<file path="src/design/rcw_defs.vh">
`ifndef RCW_DEFS_VH
`define RCW_DEFS_VH

// ============================================================
// Register indices (byte address is four times the index)
`define RCW_IDX_CONFIG      8'h0A
`define RCW_IDX_NV_REF      8'h0F
`define RCW_IDX_UPPER_LIM   8'h10
`define RCW_IDX_ACTIVE_CFG  8'h27
`define RCW_IDX_SETPOINT    8'h2A
`define RCW_IDX_VOL_REF     8'h31

// ============================================================
// Configuration word fields
`define RCW_B_PERIODIC      1
`define RCW_B_OFFSET_COMP   2
`define RCW_B_JUMPER_EN     4
`define RCW_B_AUX_INV       5
`define RCW_B_FORCE_3PH     6
`define RCW_B_RAM_CTRL      7
`define RCW_B_VOLT_KNOB     8
`define RCW_B_STAB_KNOB     9
`define RCW_B_FREQ_KNOB     10
`define RCW_B_OVEREXC_KNOB  11
`define RCW_B_EXT_INPUT     12
`define RCW_B_EXT_DAC       13
`define RCW_B_SET_60HZ      14

// ============================================================
// Reset values
`define RCW_CONFIG_RST      16'h1F34
`define RCW_NV_REF_RST      15'h4000
`define RCW_UPPER_LIM_RST   15'h48F5
`define RCW_EXT_LIMIT_DEF   15'h7000

// ============================================================
// Reference source codes
`define RCW_SRC_ANALOG      2'h0
`define RCW_SRC_ANALOG_SAT  2'h1
`define RCW_SRC_NV_PARAM    2'h2
`define RCW_SRC_VOL_LOC     2'h3

`endif

</file>
<file path="src/design/rcw_config.v">
// Operation
// - Each configuration bit except unused bits 0, 3 and 15: one enables, zero disables
// - Configuration word resets to 7988
// - Bit 2 offset compensation, single-phase only
// - Bit 4 reads jumper, else bit 14 picks 60Hz
// - Bit 12 enables analogue input, default on
// - Analogue plus bit 7 clamps at input limit
// - Saturated and link lost: go to upper limit
// - Digital bit 7 clear: follow nonvolatile reference
// - Volatile location writes ignored in that mode
// - Digital bit 7 set: follow volatile location
`include "rcw_defs.vh"
`default_nettype none

module rcw_config #(
   parameter [14:0] EXT_LIMIT     = `RCW_EXT_LIMIT_DEF,
   parameter [14:0] NV_REF_INIT   = `RCW_NV_REF_RST,
   parameter [14:0] UPPER_LIM_INIT = `RCW_UPPER_LIM_RST
) (
   input  wire        core_clk,
   input  wire        reset_n,
   // AHB-Lite slave
   input  wire        hsel,
   input  wire [31:0] haddr,
   input  wire [1:0]  htrans,
   input  wire        hwrite,
   input  wire [2:0]  hsize,
   input  wire [31:0] hwdata,
   input  wire        hready,
   output wire        hreadyout,
   output wire        hresp,
   output reg  [31:0] hrdata,
   // Pins from the board
   input  wire        jumper_60hz,
   input  wire        three_phase_sense,
   input  wire        ext_link_ok,
   // Analogue control value from the converter logic on core_clk
   input  wire [14:0] ext_analog,
   // Function enables
   output reg         periodic_ref_en,
   output reg         offset_comp_en,
   output reg         nominal_60hz,
   output reg         aux_output_inversion,
   output reg         three_phase_active,
   output reg         voltage_knob_en,
   output reg         stability_knob_en,
   output reg         freq_knob_en,
   output reg         overexcitation_knob_en,
   output reg         ext_input_en,
   output reg         ext_dac_en,
   // Selected reference
   output reg  [1:0]  ref_source,
   output reg  [14:0] ref_setpoint
);

   // ============================================================
   // Helper functions

   function [1:0] src_sel;
      input [15:0] cfg;
      begin
         case ({cfg[`RCW_B_EXT_INPUT], cfg[`RCW_B_RAM_CTRL]})
            2'b10:   src_sel = `RCW_SRC_ANALOG;
            2'b11:   src_sel = `RCW_SRC_ANALOG_SAT;
            2'b00:   src_sel = `RCW_SRC_NV_PARAM;
            default: src_sel = `RCW_SRC_VOL_LOC;
         endcase
      end
   endfunction

   function [14:0] clamp;
      input [14:0] val;
      input [14:0] lim;
      begin
         clamp = (val > lim) ? lim : val;
      end
   endfunction

   // ============================================================
   // Pin synchronisers

   reg  [1:0] jumper_sync_q;
   reg  [1:0] three_ph_sync_q;
   reg  [1:0] link_sync_q;
   wire       jumper_s   = jumper_sync_q[1];
   wire       three_ph_s = three_ph_sync_q[1];
   wire       link_ok_s  = link_sync_q[1];

   always @(posedge core_clk or negedge reset_n) begin
      if (!reset_n) begin
         jumper_sync_q   <= 2'h0;
         three_ph_sync_q <= 2'h0;
         link_sync_q     <= 2'h0;
      end else begin
         jumper_sync_q   <= {jumper_sync_q[0], jumper_60hz};
         three_ph_sync_q <= {three_ph_sync_q[0], three_phase_sense};
         link_sync_q     <= {link_sync_q[0], ext_link_ok};
      end
   end

   // ============================================================
   // AHB-Lite address phase capture

   reg        wr_pend_q;
   reg  [7:0] wr_idx_q;
   wire       addr_ok  = hsel & hready & htrans[1];
   wire [7:0] addr_idx = haddr[9:2];

   always @(posedge core_clk or negedge reset_n) begin
      if (!reset_n) begin
         wr_pend_q <= 1'b0;
         wr_idx_q  <= 8'h00;
      end else if (hready) begin
         wr_pend_q <= addr_ok & hwrite;
         wr_idx_q  <= addr_idx;
      end
   end

   // Zero wait states; every access completes OKAY
   assign hreadyout = 1'b1;
   assign hresp     = 1'b0;

   // ============================================================
   // Registers

   reg  [15:0] config_q;
   reg  [14:0] nv_ref_q;
   reg  [14:0] upper_lim_q;
   reg  [14:0] vol_ref_q;
   wire [1:0]  src_now = src_sel(config_q);
   wire        wr_cfg  = wr_pend_q & (wr_idx_q == `RCW_IDX_CONFIG);
   wire        wr_nv   = wr_pend_q & (wr_idx_q == `RCW_IDX_NV_REF);
   wire        wr_lim  = wr_pend_q & (wr_idx_q == `RCW_IDX_UPPER_LIM);
   wire        wr_vol  = wr_pend_q & (wr_idx_q == `RCW_IDX_VOL_REF);

   always @(posedge core_clk or negedge reset_n) begin
      if (!reset_n) begin
         config_q    <= `RCW_CONFIG_RST;
         nv_ref_q    <= NV_REF_INIT;
         upper_lim_q <= UPPER_LIM_INIT;
         // Volatile location starts from the stored reference
         vol_ref_q   <= NV_REF_INIT;
      end else begin
         if (wr_cfg)
            config_q <= hwdata[15:0];
         if (wr_nv)
            nv_ref_q <= hwdata[14:0];
         if (wr_lim)
            upper_lim_q <= hwdata[14:0];
         // Kept aligned to the stored value; supervisor writes dropped
         if (src_now == `RCW_SRC_NV_PARAM)
            vol_ref_q <= wr_nv ? hwdata[14:0] : nv_ref_q;
         else if (wr_vol)
            vol_ref_q <= hwdata[14:0];
      end
   end

   // ============================================================
   // Function enables and active configuration

   wire three_ph_d = config_q[`RCW_B_FORCE_3PH] | three_ph_s;
   // Offset compensation only meaningful with single-phase sensing
   wire offset_d   = config_q[`RCW_B_OFFSET_COMP] & ~three_ph_d;
   wire hz60_d     = config_q[`RCW_B_JUMPER_EN] ? jumper_s
                                                : config_q[`RCW_B_SET_60HZ];
   wire [15:0] active_cfg = {1'b0, hz60_d, config_q[13:7], three_ph_d,
                             config_q[5:4], 1'b0, offset_d, config_q[1], 1'b0};

   always @(posedge core_clk or negedge reset_n) begin
      if (!reset_n) begin
         periodic_ref_en        <= 1'b0;
         offset_comp_en         <= 1'b0;
         nominal_60hz           <= 1'b0;
         aux_output_inversion   <= 1'b0;
         three_phase_active     <= 1'b0;
         voltage_knob_en        <= 1'b0;
         stability_knob_en      <= 1'b0;
         freq_knob_en           <= 1'b0;
         overexcitation_knob_en <= 1'b0;
         ext_input_en           <= 1'b0;
         ext_dac_en             <= 1'b0;
      end else begin
         periodic_ref_en        <= config_q[`RCW_B_PERIODIC];
         offset_comp_en         <= offset_d;
         nominal_60hz           <= hz60_d;
         aux_output_inversion   <= config_q[`RCW_B_AUX_INV];
         three_phase_active     <= three_ph_d;
         voltage_knob_en        <= config_q[`RCW_B_VOLT_KNOB];
         stability_knob_en      <= config_q[`RCW_B_STAB_KNOB];
         freq_knob_en           <= config_q[`RCW_B_FREQ_KNOB];
         overexcitation_knob_en <= config_q[`RCW_B_OVEREXC_KNOB];
         ext_input_en           <= config_q[`RCW_B_EXT_INPUT];
         ext_dac_en             <= config_q[`RCW_B_EXT_DAC];
      end
   end

   // ============================================================
   // Reference selection

   reg [14:0] setpoint_d;

   always @* begin
      case (src_now)
         `RCW_SRC_ANALOG:
            // Without saturation the value may run past the input limit
            setpoint_d = ext_analog;
         `RCW_SRC_ANALOG_SAT:
            // Open control wire pushes to the upper limit, not to zero
            setpoint_d = link_ok_s ? clamp(ext_analog, EXT_LIMIT)
                                   : upper_lim_q;
         `RCW_SRC_NV_PARAM:
            setpoint_d = nv_ref_q;
         `RCW_SRC_VOL_LOC:
            setpoint_d = vol_ref_q;
         default:
            setpoint_d = nv_ref_q;
      endcase
   end

   always @(posedge core_clk or negedge reset_n) begin
      if (!reset_n) begin
         ref_source   <= `RCW_SRC_NV_PARAM;
         ref_setpoint <= 15'h0000;
      end else begin
         ref_source   <= src_now;
         ref_setpoint <= setpoint_d;
      end
   end

   // ============================================================
   // Read data, registered during the address phase

   reg [31:0] rd_d;

   always @* begin
      case (addr_idx)
         `RCW_IDX_CONFIG:     rd_d = {16'h0000, config_q};
         `RCW_IDX_NV_REF:     rd_d = {17'h00000, nv_ref_q};
         `RCW_IDX_UPPER_LIM:  rd_d = {17'h00000, upper_lim_q};
         `RCW_IDX_ACTIVE_CFG: rd_d = {16'h0000, active_cfg};
         `RCW_IDX_SETPOINT:   rd_d = {17'h00000, ref_setpoint};
         `RCW_IDX_VOL_REF:    rd_d = {17'h00000, vol_ref_q};
         default:             rd_d = 32'h00000000;
      endcase
   end

   always @(posedge core_clk or negedge reset_n) begin
      if (!reset_n)
         hrdata <= 32'h00000000;
      else if (addr_ok & ~hwrite)
         hrdata <= (haddr[31:10] == 22'h000000) ? rd_d : 32'h00000000;
   end

endmodule // rcw_config

`default_nettype wire

</file>
<file path="config.mk">
export PLATFORM = sky130hd
export DESIGN_NAME = rcw_config
export DESIGN_NICKNAME = d
export VERILOG_FILES = /design/src/design/rcw_config.v
export VERILOG_INCLUDE_DIRS = /design/src /design/src/design
export SDC_FILE = /design/constraint.sdc
export NUM_CORES = 1
export LEC_CHECK = 0
export BUFFER_PORTS_ARGS = -buffer_cell sky130_fd_sc_hd__buf_4
export CAP_MARGIN = 10
export CORE_MARGIN = 1
export CORE_UTILIZATION = 50
export CTS_BUF_LIST = sky130_fd_sc_hd__clkbuf_4
export DETAILED_ROUTE_END_ITERATION = 10
export PLACE_DENSITY_LB_ADDON = 0.2
export SYNTH_ARGS = -nofsm -noshare
export SYNTH_HDL_FRONTEND = slang
export SYNTH_SLANG_ARGS = --single-unit
</file>
<file path="constraint.sdc">
create_clock -name core_clk -period 2.31 [get_ports core_clk]
set_clock_uncertainty 0.1 [all_clocks]
set_input_delay 0.693 -clock core_clk [delete_from_list [all_inputs] [get_ports core_clk]]
set_output_delay 0.693 -clock core_clk [all_outputs]
set_load 0.02 [all_outputs]
</file>
# Word level (Yosys, flattened, before mapping)
# Cells that the tools add are included.
# word_totals
ff_bits,136
out_inout_bits,62
in_bits,92
wordCells,65
# op_classes
eq_ne,15
magnitude_cmp,1
n_reduce_logical,4
bitwise,12
n_mux,10
# ops
op,count
one-hot mux 16 bit (6 select lines),1
two-way mux 15 bit,5
one-hot mux 15 bit (4 select lines),1
"== test 8 x 4 -> 1 bit, second input constant",4
"== test 8 x 6 -> 1 bit, second input constant",4
two-way mux 32 bit,1
logical NOT 22 bit,1
"== test 8 x 5 -> 1 bit, second input constant",2
"> comparator 15 bit, second input constant",1
bitwise AND 1 bit,9
"== test 2 bit, second input constant",4
one-hot mux 2 bit (3 select lines),1
logical NOT 2 bit,2
"== test 2 x 1 -> 1 bit, second input constant",1
NOT 1 bit,2
nonzero test 2 bit,1
two-way mux 1 bit,1
OR 1 bit,1

# Depth between registers and ports, before layout
# logic_depth
depth_word,5
mapped_depth,7
depth_no_buf,5

# Least setup slack after synthesis
# No wires, ideal clock.
# synth_path
path_type,input to register
startpoint,in haddr[11]
endpoint,reg hrdata[13]
setup_slack_ns,0.124
path_buffers,1
setup_time_ns,0.087
arrival_time_ns,1.999
stages,6
required_ns,2.123
path_cell_list,nor4_1 -> nand4_1 -> or3_1 -> a211o_1 -> buf_6 -> a22oi_1
# synth_via
elab_chain_len,2
# synth_rtl
item,line,text
start: declaration,rcw_config.v:24,"input wire [31:0] haddr,"
logical NOT 22 bit,rcw_config.v:251,hrdata <= (haddr[31:10] == 22'h000000) ? rd_d : 32'h00000000;
two-way mux 32 bit,rcw_config.v:251,
end signal: assignment,rcw_config.v:251,
end: declaration,rcw_config.v:32,"output reg [31:0] hrdata,"
# Every way passes these cells.
# A chain may end at the register's enable or synchronous reset.

# Worst setup path in the final report
# layout_path
startpoint,reg wr_idx_q[4]
endpoint,reg vol_ref_q[5]
# layout_via
elab_chain_len,4
word_cells_on_any_way,7
classes_between,eq/ne: 2; mux: 2; bitwise: 2; reduce/logical: 1
# layout_rtl
item,line,text
start: declaration,rcw_config.v:105,reg [7:0] wr_idx_q;
start signal: assignment,rcw_config.v:115,wr_idx_q <= addr_idx;
== test 8 x 4 -> 1 bit (no line),--,
bitwise AND 1 bit,rcw_config.v:132,wire wr_nv = wr_pend_q & (wr_idx_q == `RCW_IDX_NV_REF);
two-way mux 15 bit,--,
two-way mux 15 bit,rcw_config.v:151,if (src_now == `RCW_SRC_NV_PARAM)
end signal: assignment,rcw_config.v:152,vol_ref_q <= wr_nv ? hwdata[14:0] : nv_ref_q;
end signal: assignment,rcw_config.v:154,vol_ref_q <= hwdata[14:0];
end: declaration,rcw_config.v:129,reg [14:0] vol_ref_q;
# Several ways; a longest one is shown, not always the timed one.

==> metrics.txt <==
total gr overflow=0; Setup WS post-layout=0.159 ns; RR Startpoint=wr_idx_q[4]; Hold Crit Endpoint=link_sync_q[0]; Synth Flop Type=dfrtp_1; largest family of logic cells by synthesized area=compound AO/OA/AOI/OAI gates; synthesized area per cell=approximately 11 um^2; buffers inserted by post-CTS timing repair=0; CP arrival=around 2.4 ns; Data required, critical path=between 2 and 3 ns; slowest cell delay on critical path=about 0.41 ns; kind of critical path=reg -> reg; synthesis-to-finish area growth=26.7%; number of synthesized flops with an enable pin=0; CP bufs+invs=1; dpl hpwl=about 11000 um; post-synthesis mux area share=0.0969; r2r setup slk=0.16 ns; Clk pin slew, worst setup/hold paths=around 0.1 ns; antenna fix cells=0; FMAX=approximately 0.46 GHz; TritonCTS clock tree=built; fillers=899; Yosys cell types=between 50 and 60; Synth Area in XOR/XNOR=0.00154; most frequent cells in the layout=buf_4, dfrtp_1, nand2_1; hold depth=1; Synth Register Bits=120; buffer depth of the longest clock path=2; P_leak=about 0.0034 uW; most common cell after layout, fill and taps aside=buf_4; Final ANT Viol Nets=0; chip width=about 110 um; synthesized instance count=527; Clk pwr share=0.347; Rows=38; worst-path cell chain=nand4b_1 -> nor4_1 -> and3_1 -> buf_4 -> mux2_2 -> a222oi_1; clk_lat worst skew=between 0.5 and 0.6 ns; crit-path leading delay family=simple AND/OR/NAND/NOR gates; initial antenna violation count=0; P_int=around 3200 uW; Via density=5.93; slowest CP cell=mux2_2; hold path start=ext_link_ok; area share of fa/ha/maj cells after synthesis=0; Post-Synth Simple-Gate Area=0.112; share of layout cells above drive strength 1=0.378; CP Launch Type=flop; Post-synth ARST share=1.00; post-synthesis sequential area ratio=0.533; GRT Overall Usage=0.291; Initial Utilization=0.519; IO buf count=~110; Crit. End Element=flop; r2r endpoint=vol_ref_q[5]; CP max FO=15; dpl ws=-0.168 ns; # DRC=0; CTS buffer count=17; Compound-Gate Fraction of Synth Area=0.169; final period utilization=0.931; Die Area=~12000 um^2; CTS Sinks=120; final setup violation count=0; DR WL/cell=just under 20 um; Gate power share=0.135; max-cap violations=0; Sw Ratio=0.271; Min-Delay Path Class=in -> reg; NetSw=approximately 1200 uW; RSZ-0062 raised after global routing=no; final WL=between 15000 and 20000 um; Starting DRT DRC Count=about 430; CTS Root Cell=clkbuf_4; area post-placement=between 6000 and 7000 um^2; vias post-DR=4895; Hold Vio Cnt, Final=0; # nets final=~760; Slew Viols, Final=0; Final Instance Area=between 7000 and 8000 um^2; die boundary height=roughly 110 um; fin crit period=between 2 and 2.5 ns; vias in the first global route=between 4k and 5k; area of the mapped netlist=5680 um^2; Peak VDD IR=358 uV; final RePlAce weighted congestion=a little under 0.9; first-pass iteration count of the detailed router=5; Top Ports=154; Seq pwr share=0.517; first-pass GRT wire length=between 20000 and 30000 um; outcome=complete, no violations; H-tree Lvls=4; largest net degree at the start of global routing=54; Pwr Density=617 nW/um^2; Yosys warnings=0; core box area=10900 um^2; R2R depth=6
[kinds of logic after synthesis]
| family | Yosys count |
|---|---|
| AOI/OAI and AO/OA | 133 |
| buffers and inverters | 103 |
| and+or+nand+nor | 123 |
| muxes | 45 |
| DFF | 120 |
| other | 2 |
| xor gates and xnor gates | 1 |
[flip-flops by register name, summed over array words and instances, names as in the netlist, 2 cells and up]
register	flops
config_q	16
vol_ref_q	15
ref_source	2
jumper_sync_q	2
ref_setpoint	15
upper_lim_q	15
three_ph_sync_q	2
link_sync_q	2
hrdata	16
nv_ref_q	15
wr_idx_q	8
[metal layers]
metal | share of wire | wire length (um) | up-vias | GRT usage
li1 | - | - | 2179 | -
met1 | 0.40 | 6380 | 2425 | 0.368
met2 | 0.49 | 7950 | 243 | 0.481
met3 | 0.075 | 1200 | 48 | 0.0561
met4 | 0.035 | 559 | 0 | 0.137
met5 | 0 | 0 | - | 0
[synth_stat cells (2+ instances only)]
cell type	n	area, um^2
a21oi_1	4	20.0
a221o_1	7	70.1
a221oi_1	11	96.3
a222oi_1	15	150
a22o_1	3	26.3
a22oi_1	31	233
a31oi_1	6	37.5
a32o_1	2	20.0
and3_1	3	18.8
and3b_1	2	17.5
buf_2	4	20.0
buf_4	20	150
buf_6	3	33.8
clkbuf_1	21	78.8
clkinv_1	2	7.51
conb_1	2	7.51
dfrtp_1	101	2530
dfstp_2	19	499
inv_1	52	195
mux2_2	40	450
mux4_2	4	90.1
nand2_1	55	206
nand2b_1	2	12.5
nand3_1	11	55.1
nand4_1	2	12.5
nand4b_1	2	17.5
nor2_1	18	67.6
nor2b_1	4	25.0
nor3_1	2	10.0
nor3b_1	3	22.5
nor4_1	10	62.6
nor4b_2	2	30.0
o21ai_0	42	210
o22ai_1	4	25.0
[what timing repair did]
| item | in CTS | in global routing |
|---|---|---|
| gates resized for setup | 0 | 1 |
| hold endpoints to repair | 25 | 0 |
| endpoints found under the setup margin | 0 | 2 |
| hold buffers | 1 | 0 |
[power by group through the flow]
stage          Combinational, uW  Sequential (uW)  Clock (uW)
2_1_floorplan                258             2350           0
5_1_grt                      650             2310        1660
4_1_cts                      600             2300        1570
3_5_place_dp                 595             2330           0
6_report                     602             2300        1540
3_3_place_gp                 582             2330           0
[cell type report]
class | count | area [um^2] | area share
Sequential cell | 120 | 3030 | 0.421
Multi-Input combinational cell | 320 | 2230 | 0.310
Timing Repair Buffer | 159 | 1270 | 0.177
Inverter | 54 | 203 | 0.0282
Tap cell | 140 | 175 | 0.0243
Clock inverter | 14 | 158 | 0.0219
Clock buffer | 18 | 135 | 0.0188
[worst reg2reg max path: stages, from the launching register on]
cell	delay [ns]
dfrtp_1	0.40
nand4b_1	0.27
nor4_1	0.20
and3_1	0.28
buf_4	0.17
mux2_2	0.41
a222oi_1	0.18
[worst max path at each step]
| stage | endpoint | slack [ns] | cells after the start | start |
|---|---|---|---|---|
| after CTS | vol_ref_q[7] | 0.16 | 6 | wr_pend_q |
| after global routing | vol_ref_q[5] | 0.06 | 6 | wr_idx_q[4] |
| final | vol_ref_q[5] | 0.16 | 6 | wr_idx_q[4] |
| after detailed placement | hrdata[1] | -0.17 | 7 | haddr[17] |
| after global placement | hrdata[13] | -0.12 | 7 | haddr[11] |
| after floorplan | hrdata[13] | 0.12 | 6 | haddr[11] |
[through the flow]
step | total power (uW) | instances | util | hold WS, ns | setup TNS [ns]
6_report | 4440 | 825 | 0.658 | 0.162 | 0
5_1_grt | 4620 | 825 | 0.658 | 0.115 | 0
4_1_cts | 4460 | 825 | 0.658 | 0.121 | 0
3_5_place_dp | 2930 | 792 | 0.630 | 0.238 | -1.74
3_3_place_gp | 2910 | 792 | 0.630 | 0.235 | -1.27
2_1_floorplan | 2610 | 543 | - | 0.231 | 0
Power figures use the tool's default switching activity.
